File: config.mk
export PLATFORM = sky130hd
export DESIGN_NAME = output_post_divider
export DESIGN_NICKNAME = d
export VERILOG_FILES = /design/src/hdl/output_post_divider.v /design/src/hdl/ratio_divider.v
export VERILOG_INCLUDE_DIRS = /design/src /design/src/hdl
export SDC_FILE = /design/constraint.sdc
export NUM_CORES = 1
export LEC_CHECK = 0
export ABC_AREA = 1
export BUFFER_PORTS_ARGS = -buffer_cell sky130_fd_sc_hd__buf_2
export CAP_MARGIN = 10
export CELL_PAD_IN_SITES_DETAIL_PLACEMENT = 1
export CELL_PAD_IN_SITES_GLOBAL_PLACEMENT = 2
export CORE_MARGIN = 4
export CORE_UTILIZATION = 34
export CTS_BUF_LIST = sky130_fd_sc_hd__clkbuf_16
export DETAILED_ROUTE_END_ITERATION = 12
export PLACE_DENSITY = 0.79
export SLEW_MARGIN = 5
export SYNTH_ARGS = -nofsm -noshare
export SYNTH_HDL_FRONTEND = slang
export SYNTH_HIERARCHICAL = 1
export SYNTH_SLANG_ARGS = --single-unit
File: constraint.sdc
create_clock -name REF_CLK -period 5.85 [get_ports REF_CLK]
set_clock_uncertainty 0.05 [all_clocks]
set_input_delay 0.585 -clock REF_CLK [delete_from_list [all_inputs] [get_ports REF_CLK]]
set_output_delay 0.585 -clock REF_CLK [all_outputs]
set_load 0.03 [all_outputs]
File: src/hdl/post_div_defs.vh
// constants for the output post-divider and frame pulse block
`ifndef POST_DIV_DEFS_VH
`define POST_DIV_DEFS_VH

// ****************************************
// register map (byte addresses)
// ****************************************
`define PD_ADDR_W          8
`define PD_CFG_ADDR        8'ha4
`define PD_STATUS_ADDR     8'hb0

// ****************************************
// configuration register fields
// ****************************************
`define PD_CFG_W           24
`define PD_CFG_RESET       24'h000000
`define PD_SHAPE_HI        23
`define PD_SHAPE_LO        20
`define PD_SHAPE_FRAME     4'hf
`define PD_TYPE_BIT        19
`define PD_POL_BIT         18
`define PD_SEL_HI          17
`define PD_SEL_LO          16
`define PD_PERIOD_HI       15
`define PD_PERIOD_LO       0
`define PD_SEL_RSVD        2'h0
`define PD_SEL_B           2'h1
`define PD_SEL_C           2'h2
`define PD_SEL_D           2'h3

// ****************************************
// status register fields
// ****************************************
`define PD_ST_FRAME_BIT    0
`define PD_ST_PEND_BIT     1
`define PD_ST_OUT_BIT      2
`define PD_ST_RUN_BIT      3

// ****************************************
// bus answers
// ****************************************
`define PD_RESP_OKAY       2'h0
`define PD_RESP_SLVERR     2'h2

`endif

File: src/hdl/output_post_divider.v
// post-divider stage of one synthesizer output: clock divider or frame pulse
//
// Functional notes
// - shape field 23:20 equal to 1111 selects frame pulse output.
// - other shape values give 50% clock, ratio is whole 24-bit value.
// - frame pulses spaced by period field 15:0 related-clock periods.
// - selector 17:16: 01 B, 10 C, 11 D, 00 reserved.
// - each frame pulse lasts exactly one related-clock period.
// - bit 18 zero gives non-inverted pulse, one gives inverted pulse.
// - bit 19 zero centres boundary in pulse, one puts boundary at edge.
// - normal mode divides oscillator clock by the programmed value, except 1 which divides by 2 and 0 which holds the output low.
`timescale 1ns/10ps
`default_nettype none
`include "post_div_defs.vh"

module output_post_divider #(
  parameter integer CFG_W = `PD_CFG_W
) (
  // clock and reset
  input  wire        REF_CLK,
  input  wire        SYS_RST,
  // axi4-lite write address
  input  wire [31:0] AWADDR,
  input  wire        AWVALID,
  output wire        AWREADY,
  // axi4-lite write data
  input  wire [31:0] WDATA,
  input  wire [3:0]  WSTRB,
  input  wire        WVALID,
  output wire        WREADY,
  // axi4-lite write response
  output wire [1:0]  BRESP,
  output wire        BVALID,
  input  wire        BREADY,
  // axi4-lite read address
  input  wire [31:0] ARADDR,
  input  wire        ARVALID,
  output wire        ARREADY,
  // axi4-lite read data
  output wire [31:0] RDATA,
  output wire [1:0]  RRESP,
  output wire        RVALID,
  input  wire        RREADY,
  // related clocks from sibling post-dividers
  input  wire        REL_CLK_B,
  input  wire        REL_CLK_C,
  input  wire        REL_CLK_D,
  // divided clock or frame pulse
  output wire        CLK_OUT
);

  // ****************************************
  // helpers
  // ****************************************
  function is_frame;
    input [CFG_W-1:0] cfg;
    begin
      is_frame = (cfg[`PD_SHAPE_HI:`PD_SHAPE_LO] == `PD_SHAPE_FRAME);
    end
  endfunction

  function [CFG_W-1:0] merge_bytes;
    input [CFG_W-1:0] old;
    input [31:0]      data;
    input [3:0]       strb;
    integer i;
    begin
      merge_bytes = old;
      for (i = 0; i < CFG_W / 8; i = i + 1) begin
        if (strb[i]) begin
          merge_bytes[i*8 +: 8] = data[i*8 +: 8];
        end
      end
    end
  endfunction

  // ****************************************
  // bus slave state
  // ****************************************
  reg                    awready_r;
  reg                    wready_r;
  reg                    aw_got_r;
  reg                    w_got_r;
  reg [`PD_ADDR_W-1:0]   waddr_r;
  reg [31:0]             wdata_r;
  reg [3:0]              wstrb_r;
  reg                    bvalid_r;
  reg [1:0]              bresp_r;
  reg                    arready_r;
  reg                    rvalid_r;
  reg [31:0]             rdata_r;
  reg [1:0]              rresp_r;

  // ****************************************
  // configuration and output state
  // ****************************************
  reg [CFG_W-1:0]        cfg_r;
  reg [CFG_W-1:0]        act_r;
  reg                    pend_r;
  reg                    rel_prev_r;
  reg [15:0]             fcnt_r;
  reg                    pulse_r;
  reg                    out_r;

  wire                   wr_fire;
  wire                   wr_cfg;
  wire                   act_frame;
  wire [1:0]             act_sel;
  wire [15:0]            act_period;
  wire                   sel_ok;
  wire                   rel_now;
  wire                   rel_rise;
  wire                   rel_fall;
  wire                   last_slot;
  wire                   boundary;
  wire                   div_tc;
  wire                   div_level;
  wire                   running;
  wire                   load;
  wire                   frame_end;
  wire [3:0]             rel_all;
  wire                   rel_next;

  assign wr_fire    = aw_got_r && w_got_r && !bvalid_r;
  assign wr_cfg     = wr_fire && (waddr_r == `PD_CFG_ADDR);

  assign act_frame  = is_frame(act_r);
  assign act_sel    = act_r[`PD_SEL_HI:`PD_SEL_LO];
  assign act_period = act_r[`PD_PERIOD_HI:`PD_PERIOD_LO];
  assign sel_ok     = (act_sel != `PD_SEL_RSVD);

  // ****************************************
  // related clock choice and edges
  // ****************************************
  // index 0 is the reserved code and reads as a quiet line
  assign rel_all   = {REL_CLK_D, REL_CLK_C, REL_CLK_B, 1'b0};
  assign rel_now   = rel_all[act_sel];
  // pending selector's clock, so a selector change at load makes no false edge
  assign rel_next  = rel_all[cfg_r[`PD_SEL_HI:`PD_SEL_LO]];

  // own-divider loopback is not detectable here; software must avoid it
  assign rel_rise  = rel_now && !rel_prev_r;
  assign rel_fall  = !rel_now && rel_prev_r;
  assign last_slot = (fcnt_r == act_period - 16'h0001);
  assign boundary  = rel_rise && last_slot;

  // ****************************************
  // normal-mode divider
  // ****************************************
  ratio_divider #(
    .WIDTH   (CFG_W)
  ) u_div (
    .clk     (REF_CLK),
    .rst     (SYS_RST),
    .restart (load || act_frame),
    .ratio   (act_r),
    .tc      (div_tc),
    .level   (div_level)
  );

  // a stopped output has no terminal count, so a new setting loads at once
  assign running = act_frame ? (sel_ok && (act_period != 16'h0000)) : (act_r != {CFG_W{1'b0}});
  // a straddled pulse ends half a period after its boundary; swap there, not mid-pulse
  assign frame_end = act_r[`PD_TYPE_BIT] ? boundary : (rel_fall && (fcnt_r == 16'h0000));
  assign load      = pend_r && (!running || (act_frame ? frame_end : div_tc));

  // ****************************************
  // configuration shadowing
  // ****************************************
  always @(posedge REF_CLK or posedge SYS_RST) begin
    if (SYS_RST) begin
      cfg_r  <= `PD_CFG_RESET;
      act_r  <= `PD_CFG_RESET;
      pend_r <= 1'b0;
    end else begin
      if (wr_cfg) begin
        cfg_r <= merge_bytes(cfg_r, wdata_r, wstrb_r);
      end
      if (load) begin
        act_r <= cfg_r;
      end
      // a write in the load cycle keeps the update pending
      if (wr_cfg) begin
        pend_r <= 1'b1;
      end else if (load) begin
        pend_r <= 1'b0;
      end
    end
  end

  // ****************************************
  // frame pulse generator
  // ****************************************
  always @(posedge REF_CLK or posedge SYS_RST) begin
    if (SYS_RST) begin
      rel_prev_r <= 1'b0;
      fcnt_r     <= 16'h0000;
      pulse_r    <= 1'b0;
    end else begin
      rel_prev_r <= load ? rel_next : rel_now;
      if (load || !act_frame || !running) begin
        fcnt_r  <= 16'h0000;
        pulse_r <= 1'b0;
      end else begin
        if (rel_rise) begin
          fcnt_r <= last_slot ? 16'h0000 : fcnt_r + 16'h0001;
        end
        if (act_r[`PD_TYPE_BIT]) begin
          // boundary at the leading edge: rise to rise
          if (rel_rise) begin
            pulse_r <= boundary;
          end
        end else begin
          // boundary straddled: fall before it to fall after it
          if (rel_fall) begin
            pulse_r <= last_slot;
          end
        end
      end
    end
  end

  // ****************************************
  // output selection
  // ****************************************
  always @(posedge REF_CLK or posedge SYS_RST) begin
    if (SYS_RST) begin
      out_r <= 1'b0;
    end else if (act_frame) begin
      out_r <= pulse_r ^ act_r[`PD_POL_BIT];
    end else begin
      out_r <= div_level;
    end
  end

  // ****************************************
  // axi4-lite write channels
  // ****************************************
  always @(posedge REF_CLK or posedge SYS_RST) begin
    if (SYS_RST) begin
      awready_r <= 1'b0;
      wready_r  <= 1'b0;
      aw_got_r  <= 1'b0;
      w_got_r   <= 1'b0;
      waddr_r   <= {`PD_ADDR_W{1'b0}};
      wdata_r   <= 32'h00000000;
      wstrb_r   <= 4'h0;
      bvalid_r  <= 1'b0;
      bresp_r   <= `PD_RESP_OKAY;
    end else begin
      if (awready_r && AWVALID) begin
        aw_got_r  <= 1'b1;
        waddr_r   <= AWADDR[`PD_ADDR_W-1:0];
        awready_r <= 1'b0;
      end else begin
        awready_r <= !aw_got_r && !bvalid_r;
      end
      if (wready_r && WVALID) begin
        w_got_r  <= 1'b1;
        wdata_r  <= WDATA;
        wstrb_r  <= WSTRB;
        wready_r <= 1'b0;
      end else begin
        wready_r <= !w_got_r && !bvalid_r;
      end
      if (wr_fire) begin
        aw_got_r <= 1'b0;
        w_got_r  <= 1'b0;
        bvalid_r <= 1'b1;
        // status is read-only; only the configuration word accepts writes
        bresp_r  <= (waddr_r == `PD_CFG_ADDR) ? `PD_RESP_OKAY : `PD_RESP_SLVERR;
      end else if (bvalid_r && BREADY) begin
        bvalid_r <= 1'b0;
      end
    end
  end

  // ****************************************
  // axi4-lite read channels
  // ****************************************
  always @(posedge REF_CLK or posedge SYS_RST) begin
    if (SYS_RST) begin
      arready_r <= 1'b0;
      rvalid_r  <= 1'b0;
      rdata_r   <= 32'h00000000;
      rresp_r   <= `PD_RESP_OKAY;
    end else begin
      if (arready_r && ARVALID) begin
        arready_r <= 1'b0;
        rvalid_r  <= 1'b1;
        rresp_r   <= `PD_RESP_OKAY;
        rdata_r   <= 32'h00000000;
        case (ARADDR[`PD_ADDR_W-1:0])
          `PD_CFG_ADDR: begin
            rdata_r[CFG_W-1:0] <= cfg_r;
          end
          `PD_STATUS_ADDR: begin
            rdata_r[`PD_ST_FRAME_BIT] <= act_frame;
            rdata_r[`PD_ST_PEND_BIT]  <= pend_r;
            rdata_r[`PD_ST_OUT_BIT]   <= out_r;
            rdata_r[`PD_ST_RUN_BIT]   <= running;
          end
          default: begin
            rresp_r <= `PD_RESP_SLVERR;
          end
        endcase
      end else begin
        if (rvalid_r && RREADY) begin
          rvalid_r <= 1'b0;
        end
        arready_r <= !rvalid_r;
      end
    end
  end

  assign AWREADY = awready_r;
  assign WREADY  = wready_r;
  assign BVALID  = bvalid_r;
  assign BRESP   = bresp_r;
  assign ARREADY = arready_r;
  assign RVALID  = rvalid_r;
  assign RDATA   = rdata_r;
  assign RRESP   = rresp_r;
  assign CLK_OUT = out_r;

endmodule // output_post_divider

`default_nettype wire

File: src/hdl/ratio_divider.v
// 50% duty-cycle counter divider with terminal-count strobe
`timescale 1ns/10ps
`default_nettype none

module ratio_divider #(
  parameter integer WIDTH = 24
) (
  // clock and reset
  input  wire             clk,
  input  wire             rst,
  // control
  input  wire             restart,
  input  wire [WIDTH-1:0] ratio,
  // result
  output wire             tc,
  output wire             level
);

  reg  [WIDTH-1:0] cnt_r;
  reg  [WIDTH-1:0] cnt_nxt;
  wire [WIDTH-1:0] eff_ratio;
  wire [WIDTH-1:0] high_len;

  // ratio 1 cannot be made from registered logic; run it as 2
  assign eff_ratio = (ratio == {{(WIDTH-1){1'b0}}, 1'b1}) ? {{(WIDTH-2){1'b0}}, 2'b10} : ratio;
  // odd ratios keep the extra cycle in the high phase
  assign high_len  = eff_ratio - (eff_ratio >> 1);
  assign tc        = (eff_ratio != {WIDTH{1'b0}}) && (cnt_r == eff_ratio - {{(WIDTH-1){1'b0}}, 1'b1});
  assign level     = (eff_ratio != {WIDTH{1'b0}}) && (cnt_r < high_len);

  always @* begin
    if (restart || tc || (eff_ratio == {WIDTH{1'b0}})) begin
      cnt_nxt = {WIDTH{1'b0}};
    end else begin
      cnt_nxt = cnt_r + {{(WIDTH-1){1'b0}}, 1'b1};
    end
  end

  always @(posedge clk or posedge rst) begin
    if (rst) begin
      cnt_r <= {WIDTH{1'b0}};
    end else begin
      cnt_r <= cnt_nxt;
    end
  end

endmodule // ratio_divider

`default_nettype wire

==> flow_results.org, run 1 <==
** Run status
- The run finished with clean final reports.

** Worst setup path
- STA classifies the critical path endpoint as a flip-flop.
- At the worst endpoint, the arrival time is 5650 ps.
- Counting stages on the worst path, the most repeated cell is sky130_fd_sc_hd__inv_1.
- Category of the most critical setup path :: reg2reg
- Launching element type of the critical path :: flip-flop
- Data required time at the worst endpoint :: 6150 ps
- Crit-path max cell delay :: 460 ps
- Along the worst path, the maximum fanout reaches 19.
- The largest individual stage delay along the critical path comes from the cell sky130_fd_sc_hd__dfrtp_1.

** Placement
- Placement Setup Slack :: 379.7 ps
- HPWL after detailed placement :: 28,540 um
- Final estimated routing congestion in global placement :: 0.8550
- Count of port buffers added during placement :: 84

** Clock network
- In this run the deepest clock path goes through 2 buffers.
- The later pin in the worst-skew pair is clocked with a latency of 430 ps.
- The number of hold buffers added after CTS was 0.
- TritonCTS created 17 clock buffers.
- TritonCTS built the clock tree.
- Clock edge transition at the registers on the reported setup and hold paths :: 70 ps
- Root Driver :: sky130_fd_sc_hd__clkbuf_16
- The H-tree generated during clock tree synthesis spans 4 levels.
- The tree built by TritonCTS fans out to 160 sinks.

** Yosys
- In the synthesized netlist the dominant register cell turns out to be sky130_fd_sc_hd__dfrtp_1.
- In this run the biggest area consumer among cell types represents 34.45% of the synthesized area.
- Part of the Yosys area used for sequential elements :: 34.45%
- Sorting the synthesized cells by area gives the leading types as sky130_fd_sc_hd__dfrtp_1, sky130_fd_sc_hd__nand2_1, sky130_fd_sc_hd__ha_1.
- Each instance of the synthesized netlist takes up on average 7.327 um2.
- Register bit total from synthesis :: 160
- Counting instances in the post-synthesis netlist gives the leading cell types as sky130_fd_sc_hd__nand2_1, sky130_fd_sc_hd__inv_1, sky130_fd_sc_hd__dfrtp_1.
- Total of warnings raised by yosys :: 6
- Yosys instantiated no cell more often than sky130_fd_sc_hd__nand2_1.
- After synthesis, the share of flip-flops with an asynchronous set or reset is 100.0%.
- Synthesis handed over a netlist of 1,586 instances.
- Synth unique cells :: 57
- EDFF count, synth :: 0
- Most area-hungry cell type in the Yosys netlist :: sky130_fd_sc_hd__dfrtp_1
- Synth Cell Area :: 0.01162 mm2

** Final layout
- Fraction of layout cells with a size suffix above 1 :: 13.25%
- Final design utilization :: 38.83%
- Area growth syn-to-layout :: 12.32%
- For this run, the post-layout net count is 1,856.

** STA
- The final hold violation count came to 0.
- F_max :: 186.9 MHz
- Unrepaired setup endpoints after global routing :: false
- Setup ws final :: 500.9 ps
- Worst-Margin Slew :: 1040 ps
- The number of pins exceeding their max-slew limit in the final report came to 0.
- Setup violations remaining at the end of the flow were counted as 0.
- The smallest clock period supported by the final layout is computed as 5349 ps.
- Fraction of the cycle the final worst path needs :: 91.44%
- Adding up every negative setup slack in the final design gives 0 ps.
- Relative slew margins :: 30.64%

** Floorplan
- Number of ports placed on the die boundary :: 152
- In this run the standard cell core region covers 0.03362 mm2.
- X dimension of the die :: 192.9 um
- Overall die area :: 0.03720 mm2
- The floorplan step set the die height to 192.9 um.
- For this configuration, the core starts out at a cell density of 34.57%.
- FP Rows :: 67

** Power and ir drop
- Total power :: 0.002960 W
- Power spread over the standard cell area amounts to 226.8 mW/mm2.
- In this run the static leakage power is 6.739 nW.
- Worst ir drop on vdd :: 0.1857 mV

** Run
- Max_cap viols :: 0

** Drt
- In the routed layout, each cell is associated on average with a via count of 4.827.
- Average routed wire per standard cell :: 16.92 um
- Detailed routing inserted a total of 10,252 vias.
- Detailed Routing Iterations Pass 1 :: 5
- Antenna Violating Nets Remaining :: 0
- Routed WL :: 35,940 um
- Initial DRC count :: 451
- After detailed routing, the number of remaining DRC violations is 0.

** GRT
- First-pass GRT wire length :: 58,030 um
- Entering global routing, the biggest net connects 99 pins.
- Global routing used 19.79% of the available tracks.
- Via count of the first global-routing pass :: 10,614
- Residual overflow from global routing :: 0
- Antenna violations before repair :: 1

** Min path
- In this run the worst hold path is classified as in2reg.
-- kinds of logic (layout without fill, tap and decap cells) --
family,Yosys count,count (layout),share of synthesized area [%]
and+or+nand+nor,814,814,31.06
buffers and inverters,277,357,10.14
DFF,160,160,34.45
AOI/OAI and AO/OA,149,149,7.128
xor gates and xnor gates,85,85,6.525
adders and majority gates,84,84,9.109
muxes,16,16,1.550
other,1,11,0.03227
-- flip-flops by register name, summed over array words and instances, names as in the netlist, 3 cells and up --
name and count:
fcnt_r 16, wdata_r 24, RDATA 24, wstrb_r 3, cfg_r 24, u_div/cnt_r 24
waddr_r 8, act_r 24
-- cell type report --
type | instances | area, um2
tap | 448 | 560.5
antenna | 1 | 2.502
clock buffer | 17 | 425.4
sequential | 160 | 4004
clock inverter | 15 | 175.2
fill | 4239 | 20560
inverter | 219 | 827.0
timing repair buffer | 106 | 585.6
multi-input combinational | 1158 | 6472
-- cells in the final DEF (no fill, tap or decap), drive strengths merged, types with 5 or more instances in the layout --
cell type,netlist,routed
a21oi,42,42
a31oi,7,7
buf,25,106
clkbuf,33,17
clkinv,3,9
conb,1,10
dfrtp,160,160
ha,83,83
inv,216,222
mux2,16,16
nand2,468,468
nand3,105,105
nand3b,7,7
nand4,31,31
nor2,164,164
nor3,16,16
nor4,13,13
o21ai,72,72
o22ai,7,7
or2,5,5
xnor2,25,25
xor2,59,59
-- worst max-delay path, delay by kind of cell (launching register included) --
kind / cells / cell delay, ps
and+or+nand+nor: 12 / 1740
xor gates and xnor gates: 1 / 190
DFF: 1 / 460
adders and majority gates: 4 / 1090
AOI/OAI and AO/OA: 6 / 1250
buffers and inverters: 5 / 480
-- per-layer routing --
layer  part of all wire [%]  track usage, %
met3                    3.3           2.949
met4                    1.7           4.937
met2                     46           32.03
met1                     49           27.80
met5                  0.022               0
-- worst paths after layout --
| kind | from | to | slack [ps] | depth (start not counted) |
|---|---|---|---|---|
| min in group asynchronous | SYS_RST | cfg_r[20] | 280 | 2 |
| max reg2reg | act_r[20] | CLK_OUT | 500 | 28 |
| min reg2reg | RVALID | ARREADY | 390 | 1 |
| max | act_r[20] | CLK_OUT | 500 | 28 |
| min | RREADY | RVALID | 260 | 2 |
| max in group asynchronous | SYS_RST | act_r[10] | 4320 | 3 |
-- per-stage QoR --
step           area (um2)  hold WS [ps]  std cells
5_1_grt             13050         264.3       2123
6_report            13050         261.5       2124
2_1_floorplan       11650         395.0       1595
4_1_cts             13050         243.8       2123
3_3_place_gp        12450         375.9       2091
3_5_place_dp        12450         376.8       2091
-- power breakdown --
part	total [W]	switching, W	leakage, nW	internal, W
Sequential	0.00135	0.0000818	2.15	0.00126
Combinational	0.000459	0.000319	4.30	0.000140
Clock	0.00116	0.000545	0.290	0.000610
Total	0.00296	0.000946	6.74	0.00201
-- what timing repair did --
item | 4_1_cts | 5_1_grt
gates resized for setup | 0 | 2
endpoints found under the setup margin | 0 | 1
setup buffers | 0 | 0
Note: power is estimated with default switching activity, not from simulation.
==> run 2, diff against run 1 <==
--- a/config.mk
+++ b/config.mk
@@ -11,7 +11,7 @@
 export CAP_MARGIN = 10
 export CELL_PAD_IN_SITES_DETAIL_PLACEMENT = 1
 export CELL_PAD_IN_SITES_GLOBAL_PLACEMENT = 2
-export CORE_MARGIN = 4
+export CORE_MARGIN = 8
 export CORE_UTILIZATION = 34
 export CTS_BUF_LIST = sky130_fd_sc_hd__clkbuf_16
 export DETAILED_ROUTE_END_ITERATION = 12
==> flow_results.org, run 2 (synthesis results as in run 1) <==
** Run
- Max_cap viols :: 0 (unchanged)

** Drt
- Average routed wire per standard cell :: 17.46 um (was 16.92 um)
- DRC Markers :: 0 (unchanged)
- Initial DRC count :: 454 (was 451)
- Routed WL :: 37,100 um (was 35,940 um)
- The detail-routed via count per cell is 4.863 (was 4.827).
- The post-route antenna net violation count was 0 (unchanged).
- The length of the first detailed-routing pass in iterations is 5 (unchanged).
- The via count came to 10,334 (was 10,252).

** Clock network
- Total CTS buffers :: 17 (unchanged)
- The clock-pin slew reported for the worst setup and hold paths after clock tree synthesis is 80 ps (was 70 ps).
- CTS sink cnt :: 160 (unchanged)
- Number of H-tree levels :: 4 (unchanged)
- Number of setup buffers added after CTS :: 0 (unchanged)
- The post-cts gate resize count is 0 (unchanged).
- CTS tree :: yes (unchanged)
- Largest buffer count on any clock path :: 2 (unchanged)
- The master cell of the clock root buffer was sky130_fd_sc_hd__clkbuf_16 (unchanged).
- CTS Hold Bufs :: 0 (unchanged)
- Clock Latency Late Sink :: 440 ps (was 430 ps)

** Worst setup path
- Launching element type of the critical path :: flip-flop (unchanged)
- Category of the most critical setup path :: reg2reg (unchanged)
- Cell-by-cell listing of the critical path :: inv_1, ha_1, nand2_1, nor3_2, nand3_4, nand2_1, inv_1, ha_1, or2_2, o21ai_2, a21boi_0, o21ai_0, a21oi_1, o21ai_0, a21oi_1, xor2_1, ha_1, nand4_1, a31oi_1, a2111oi_0, nand2_1, a41oi_1, nand2_1, o21ai_0
- Critical-path maximum fanout :: 14 (was 19)
- The critical path data required time was 6160 ps (was 6150 ps).
- The critical path's largest stage delay is 440 ps (was 460 ps).
- Crit end category :: flip-flop (unchanged)
- The arrival time at the worst endpoint is 5790 ps (was 5650 ps).
- Slowest stage cell, crit path :: sky130_fd_sc_hd__dfrtp_1 (unchanged)
- The critical path's most frequent cell was sky130_fd_sc_hd__nand2_1 (was sky130_fd_sc_hd__inv_1).
- Reg2Reg Capture Point :: CLK_OUT (unchanged)
- FF-to-FF setup slack :: 370 ps (was 500 ps)
- The path depth of the worst reg2reg path came to 24 (was 28).
- The startpoint of the worst register-to-register path is act_r[17] (was act_r[20]).

** Run status
- Status: finished, final reports clean (unchanged).

** GRT
- Residual overflow from global routing :: 0 (unchanged)
- All-Layer GR Usage :: 18.48% (was 19.79%)
- The number of global-route vias before repair was 11,000 (was 10,614).
- The number of antenna violations at the first check in global routing was 3 (was 1).
- The pin count of the biggest net entering global routing is 75 (was 99).
- The first-pass GRT wire length is 60,310 um (was 58,030 um).

** STA
- The part of the cycle the worst path needs is 93.66% (was 91.44%).
- The clock period minus final worst setup slack came to 5479 ps (was 5349 ps).
- Setup ws final :: 370.8 ps (was 500.9 ps)
- The final hold violation count came to 0 (unchanged).
- Worst-Margin Slew :: 1019 ps (was 1040 ps)
- Final setup violation count :: 0 (unchanged)
- The number of pins exceeding their max-slew limit in the final report came to 0 (unchanged).
- Unrepaired setup endpoints after global routing :: false (unchanged)
- The max-slew headroom at the worst pin is 31.66% (was 30.64%).
- F_max :: 182.5 MHz (was 186.9 MHz)
- The final hold slack is 230.9 ps (was 261.5 ps).
- The final total negative setup slack is 0 ps (unchanged).

** Min path
- The type of the tightest min-delay check is in2async (was in2reg).

** Placement
- Placed inst area :: 0.01246 mm2 (was 0.01245 mm2)
- Placement Setup Slack :: 388.7 ps (was 379.7 ps)
- HPWL after detailed placement :: 29,290 um (was 28,540 um)
- Count of port buffers added during placement :: 84 (unchanged)
- Final estimated routing congestion in global placement :: 0.8567 (was 0.8550)

** Floorplan
- Overall die area :: 0.04035 mm2 (was 0.03720 mm2)
- The standard cell core area was 0.03362 mm2 (unchanged).
- The top-level I/O count was 152 (unchanged).
- The effective utilization at floorplan is 34.57% (unchanged).
- Overall die height :: 200.9 um (was 192.9 um)
- The width of the die was 200.9 um (was 192.9 um).
- FP Rows :: 67 (unchanged)

** Final layout
- Fraction of layout cells with a size suffix above 1 :: 13.31% (was 13.25%)
- Number of nets in the finished design :: 1,857 (was 1,856)
- The area of all placed cells without fillers came to 0.01308 mm2 (was 0.01305 mm2).
- The fill cell instance count of the final layout is 4,242 (was 4,239).
- Most frequent cells in the layout: sky130_fd_sc_hd__nand2_1, sky130_fd_sc_hd__inv_1, sky130_fd_sc_hd__dfrtp_1 (unchanged).
- The most common cell after layout, fill and taps aside is sky130_fd_sc_hd__nand2_1 (unchanged).
- The area growth from synthesis to layout was 12.51% (was 12.32%).

** Power and ir drop
- Worst ir drop on vdd :: 0.1863 mV (was 0.1857 mV)
- Leakage power :: 6.748 nW (was 6.739 nW)
- Power density of the placed cells :: 229.6 mW/mm2 (was 226.8 mW/mm2)
==> run 2: cell types whose count changed in the layout (fill, tap and decap cells not counted), sizes merged <==
cell,previous run,this run
buf,106,107
==> run 2: per-layer routing <==
layer  routed length [um]  track usage, %  vias to the layer above
met5                   19               0                        -
met4                  565           4.652                        4
met3                 1188           2.985                       33
met2                17080           29.89                      151
met1                18250           25.33                     4993
li1                     -               -                     5153
==> run 2: per-stage QoR <==
step / power [W] / instances / util [%]
floorplan: 0.001678 / 1595 / -
global placement: 0.001814 / 2092 / 37.06
detailed placement: 0.001833 / 2092 / 37.06
CTS: 0.003050 / 2124 / 38.89
global route: 0.003156 / 2124 / 38.89
finish: 0.003002 / 2125 / 38.90
==> run 2: report_power, final <==
| group | leakage [nW] | switching (W) | internal [W] |
|---|---|---|---|
| combinational | 4.30 | 0.000324 | 0.000140 |
| sequential | 2.15 | 0.0000800 | 0.00126 |
| clock | 0.293 | 0.000578 | 0.000617 |
| total | 6.75 | 0.000982 | 0.00202 |
==> run 2: worst max-delay path, delay by kind of cell, from the launching register on <==
kind	cells	cell delay [ps]
AO/OA/AOI/OAI	10	2150
XOR/XNOR	1	160
adder cells (fa/ha/maj)	3	880
buffers and inverters	2	200
flip-flops	1	440
AND/OR/NAND/NOR	8	1530
==> run 2: worst max path at each step <==
stage | slack [ps] | cells past startpoint | startpoint | endpoint
floorplan | 1460 | 25 | act_r[16] | CLK_OUT
global placement | 560 | 24 | act_r[17] | CLK_OUT
finish | 370 | 24 | act_r[17] | CLK_OUT
CTS | 350 | 24 | act_r[17] | CLK_OUT
global route | 5 | 26 | act_r[20] | CLK_OUT
detailed placement | 390 | 24 | act_r[17] | CLK_OUT
==> run 2: cell type report <==
type	instances	area (um2)	area share (%)
Antenna cell	1	2.502	0.01914
Clock buffer	17	425.4	3.254
Clock inverter	15	190.2	1.455
Inverter	219	827.0	6.325
Multi-Input combinational cell	1158	6472	49.50
Sequential cell	160	4004	30.62
Tap cell	448	560.5	4.287
Timing Repair Buffer	107	593.1	4.536
==> run 3, diff against run 2 <==
--- a/config.mk
+++ b/config.mk
@@ -9,15 +9,14 @@
 export ABC_AREA = 1
 export BUFFER_PORTS_ARGS = -buffer_cell sky130_fd_sc_hd__buf_2
 export CAP_MARGIN = 10
-export CELL_PAD_IN_SITES_DETAIL_PLACEMENT = 1
+export CELL_PAD_IN_SITES_DETAIL_PLACEMENT = 2
 export CELL_PAD_IN_SITES_GLOBAL_PLACEMENT = 2
 export CORE_MARGIN = 8
 export CORE_UTILIZATION = 34
 export CTS_BUF_LIST = sky130_fd_sc_hd__clkbuf_16
 export DETAILED_ROUTE_END_ITERATION = 12
-export PLACE_DENSITY = 0.79
+export PLACE_DENSITY = 0.78
 export SLEW_MARGIN = 5
 export SYNTH_ARGS = -nofsm -noshare
 export SYNTH_HDL_FRONTEND = slang
-export SYNTH_HIERARCHICAL = 1
 export SYNTH_SLANG_ARGS = --single-unit
==> flow_results.org, run 3 <==
** Placement
- Count of port buffers added during placement :: 84 (unchanged)
- The placed standard-cell area was 0.01228 mm2 (was 0.01246 mm2).
- HPWL after detailed placement :: 32,680 um (was 29,290 um)
- Final estimated routing congestion in global placement :: 0.8536 (was 0.8567)
- Placement Setup Slack :: 683.2 ps (was 388.7 ps)

** Worst setup path
- The critical path launch point type was a flip-flop (unchanged).
- The setup slack of the worst register-to-register path came to 730 ps (was 370 ps).
- The start-to-end type of the worst setup path is reg2reg (unchanged).
- The critical path data required time is 6110 ps (was 6160 ps).
- Signal arrival time at the worst endpoint :: 5370 ps (was 5790 ps)
- Crit end category :: flip-flop (unchanged)
- The biggest fanout along the worst timing path is 7 (was 14).
- The path depth of the worst reg2reg path was 23 (was 24).

** STA
- The max-slew headroom at the worst pin is 29.56% (was 31.66%).
- The final hold violation count came to 0 (unchanged).
- Unrepaired setup endpoints after global routing: false (unchanged).
- The number of pins exceeding their max-slew limit in the final report was 0 (unchanged).
- The clock period minus final worst setup slack came to 5118 ps (was 5479 ps).
- Worst-Margin Slew :: 1057 ps (was 1019 ps)
- The peak clock frequency supported by timing was 195.4 MHz (was 182.5 MHz).
- The final total negative setup slack came to 0 ps (unchanged).
- Final setup violation count :: 0 (unchanged)
- Setup ws final :: 732.4 ps (was 370.8 ps)
- Fraction of the cycle the final worst path needs :: 87.48% (was 93.66%)

** Run status
- Status :: finished, final reports clean (unchanged)

** GRT
- Residual overflow from global routing :: 0 (unchanged)
- Met2 routing resource usage after global routing :: 36.74% (was 29.89%)
- First-pass GRT wire length :: 65,810 um (was 60,310 um)
- The pin count of the biggest net entering global routing came to 80 (was 75).
- Most heavily used metal layer in global routing :: met2 (unchanged)
- The aggregate global-route resource usage came to 21.28% (was 18.48%).
- The global-route met1 utilization came to 25.68% (was 25.33%).
- The global-route met3 utilization came to 4.744% (was 2.985%).
- The number of antenna violations at the first check in global routing is 1 (was 3).
- The number of global-route vias before repair was 11,991 (was 11,000).

** Power and ir drop
- Switching part of the total power :: 32.32% (was 32.70%)
- Share of power burned in the clock network :: 39.1% (was 39.8%)
- Internal power :: 0.002040 W (was 0.002020 W)
- The portion of total power attributed to combinational logic is 16.0% (was 15.5%).
- Net Sw Power :: 0.0009741 W (was 0.0009816 W)
- The static leakage was 6.561 nW (was 6.748 nW).
- The maximum resistive drop on vdd came to 0.2566 mV (was 0.1863 mV).
- Flop pwr share :: 44.9% (was 44.7%)
- Power density of the placed cells :: 234.4 mW/mm2 (was 229.6 mW/mm2)

** Floorplan
- The standard cell core area was 0.03345 mm2 (was 0.03362 mm2).
- Number of ports placed on the die boundary :: 152 (unchanged)
- The die height is 199.8 um (was 200.9 um).
- FP Rows :: 67 (unchanged)
- Overall die area :: 0.03993 mm2 (was 0.04035 mm2)
- The effective utilization at floorplan was 34.35% (was 34.57%).
- The width of the die came to 199.8 um (was 200.9 um).

** Yosys
- Portion of synthesized cell area occupied by the leading cell type :: 34.85% (was 34.45%)
- The fraction of synthesis flops using an asynchronous set or reset pin came to 100.0% (unchanged).
- Top-count cell post-synth :: sky130_fd_sc_hd__nand2_1 (unchanged)
- Synth unique cells :: 52 (was 57)
- The predominant post-synthesis flop cell is sky130_fd_sc_hd__dfrtp_1 (unchanged).
- Most area-hungry cell type in the Yosys netlist :: sky130_fd_sc_hd__dfrtp_1 (unchanged)
- The post-synth design cell area came to 0.01149 mm2 (was 0.01162 mm2).
- Syn Area/Cell :: 7.426 um2 (was 7.327 um2)
- Total of warnings raised by yosys :: 0 (was 6)
- Post-synthesis cell count :: 1,547 (was 1,586)
- Part of the Yosys area used for sequential elements :: 34.85% (was 34.45%)
- Register bit total from synthesis :: 160 (unchanged)
- The number of synthesized flops with an enable pin is 0 (unchanged).
- Ranking of synthesized cells by area :: sky130_fd_sc_hd__dfrtp_1, sky130_fd_sc_hd__nand2_1, sky130_fd_sc_hd__ha_1 (unchanged)
- Synth cell count leaders: sky130_fd_sc_hd__nand2_1, sky130_fd_sc_hd__inv_1, sky130_fd_sc_hd__dfrtp_1 (unchanged).

** Clock network
- The number of CTS-inserted buffers is 17 (unchanged).
- The sink count of the clock tree came to 160 (unchanged).
- The buffers inserted during post-CTS setup optimization came to 0 (unchanged).
- The insertion delay to the later sink of the worst-skew pair came to 460 ps (was 440 ps).
- The maximum level of the CTS H-tree was 4 (unchanged).
- Root Driver :: sky130_fd_sc_hd__clkbuf_16 (unchanged)
- CTS resizes :: 0 (unchanged)
- CTS tree :: yes (unchanged)
- The clock-pin slew reported for the worst setup and hold paths after clock tree synthesis is 70 ps (was 80 ps).
- Largest buffer count on any clock path :: 2 (unchanged)
- CTS Hold Bufs :: 0 (unchanged)

** Drt
- The post-route antenna net violation count was 0 (unchanged).
- The length of the first detailed-routing pass in iterations is 5 (unchanged).
- The via count came to 10,670 (was 10,334).
- Initial DRC count :: 378 (was 454)
- The final routed DRC violation total was 0 (unchanged).
- Average routed wire per standard cell :: 20.00 um (was 17.46 um)
- Average vias per placed instance :: 5.147 (was 4.863)
- Routed WL :: 41,460 um (was 37,100 um)

** Final layout
- Area growth syn-to-layout :: 11.91% (was 12.51%)
- The area of combinational cells with multiple inputs is 0.006442 mm2 (was 0.006472 mm2).
- Number of fillers in the final layout :: 3,919 (was 4,242)
- Most frequent cells in the layout :: sky130_fd_sc_hd__nand2_1, sky130_fd_sc_hd__inv_1, sky130_fd_sc_hd__dfrtp_1 (unchanged)
- Fraction of layout cells with a size suffix above 1 :: 12.80% (was 13.31%)
- The area of all sequential standard cells came to 0.004004 mm2 (unchanged).
- Cell area after layout :: 0.01286 mm2 (was 0.01308 mm2)
- Final design utilization :: 38.44% (was 38.90%)
- ANT cells :: 0 (was 1)
- Number of nets in the finished design :: 1,810 (was 1,857)
- The most common cell after layout, fill and taps aside is sky130_fd_sc_hd__nand2_1 (unchanged).

** Run
- Max_cap viols :: 0 (unchanged)

** Min path
- The type of the tightest min-delay check is in2async (unchanged).
[run 3: cell count changes in the layout (fill, tap and decap cells not counted), moves of 6 or more]
| cell | previous run | this run |
|---|---|---|
| sky130_fd_sc_hd__a21oi_1 | 42 | 50 |
| sky130_fd_sc_hd__buf_4 | 23 | 17 |
| sky130_fd_sc_hd__inv_1 | 214 | 186 |
| sky130_fd_sc_hd__nand2_1 | 455 | 419 |
| sky130_fd_sc_hd__nand3_1 | 103 | 78 |
| sky130_fd_sc_hd__nand4_1 | 30 | 50 |
| sky130_fd_sc_hd__nor2_1 | 122 | 133 |
| sky130_fd_sc_hd__nor2_2 | 40 | 25 |
| sky130_fd_sc_hd__nor3_1 | 15 | 27 |
| sky130_fd_sc_hd__o21ai_0 | 71 | 79 |
| sky130_fd_sc_hd__xnor2_1 | 25 | 19 |
[run 3: logic make-up (layout without fill, tap and decap cells)]
family | count (synthesis) | count (layout) | synth area share (%)
simple gates | 782 | 782 | 30.28
buf+inv | 254 | 323 | 9.366
compound gates | 165 | 165 | 7.885
flops | 160 | 160 | 34.85
fa+ha+maj | 87 | 87 | 9.540
xor+xnor | 77 | 77 | 5.990
mux | 21 | 21 | 2.058
other cells | 1 | 10 | 0.03264
[run 3: worst max-delay path: stages (launching register included)]
cell and delay (ps):
sky130_fd_sc_hd__dfrtp_1 470, sky130_fd_sc_hd__inv_1 150, sky130_fd_sc_hd__ha_1 310, sky130_fd_sc_hd__nand2_1 100, sky130_fd_sc_hd__nor2_2 230, sky130_fd_sc_hd__nand3_1 110, sky130_fd_sc_hd__nor2_1 290, sky130_fd_sc_hd__nor2_1 180
sky130_fd_sc_hd__ha_1 310, sky130_fd_sc_hd__o21ai_0 130, sky130_fd_sc_hd__o21ai_0 170, sky130_fd_sc_hd__o21bai_1 190, sky130_fd_sc_hd__a21o_1 180, sky130_fd_sc_hd__nand3_1 100, sky130_fd_sc_hd__nand2_1 130, sky130_fd_sc_hd__a21oi_1 110
sky130_fd_sc_hd__o21ai_0 420, sky130_fd_sc_hd__nand2_1 100, sky130_fd_sc_hd__nand2_1 100, sky130_fd_sc_hd__xnor2_1 70, sky130_fd_sc_hd__ha_1 330, sky130_fd_sc_hd__nand4_1 130, sky130_fd_sc_hd__nor4_1 450, sky130_fd_sc_hd__o22ai_1 140
[run 3: final timing paths]
path,startpoint,endpoint
worst min-delay path,SYS_RST,waddr_r[0]
worst max register to register,act_r[17],CLK_OUT
max in group asynchronous,SYS_RST,fcnt_r[5]
worst min register to register,RVALID,ARREADY
worst max-delay path,act_r[17],CLK_OUT
min in group REF_CLK,RREADY,RVALID
[run 3: power groups by stage]
stage	combinational, W	clock, W	sequential [W]
3_3_place_gp	0.000459	0	0.00136
6_report	0.000482	0.00118	0.00135
3_5_place_dp	0.000485	0	0.00137
4_1_cts	0.000497	0.00121	0.00135
2_1_floorplan	0.000276	0	0.00140
5_1_grt	0.000545	0.00125	0.00137
[run 3: per-layer routing]
metal / share of wire, % / routed length [um]
met3: 4.5 / 1875
met4: 2.9 / 1194
met1: 44 / 18210
met5: 0 / 0
met2: 49 / 20180
[run 3: layout make-up]
cell class / instances / share of cell area [%]
Clock inverter: 14 / 1.207
Inverter: 191 / 5.615
Sequential cell: 160 / 31.14
Tap cell: 448 / 4.360
Clock buffer: 17 / 3.309
Timing Repair Buffer: 101 / 4.262
Multi-Input combinational cell: 1142 / 50.11
[run 3: stage by stage]
step	power [W]	hold slack, ps	std cells
floorplan	0.001678	395.0	1556
global placement	0.001816	378.4	2042
detailed placement	0.001857	391.7	2042
CTS	0.003061	230.5	2073
global route	0.003161	247.4	2073
finish	0.003014	223.3	2073
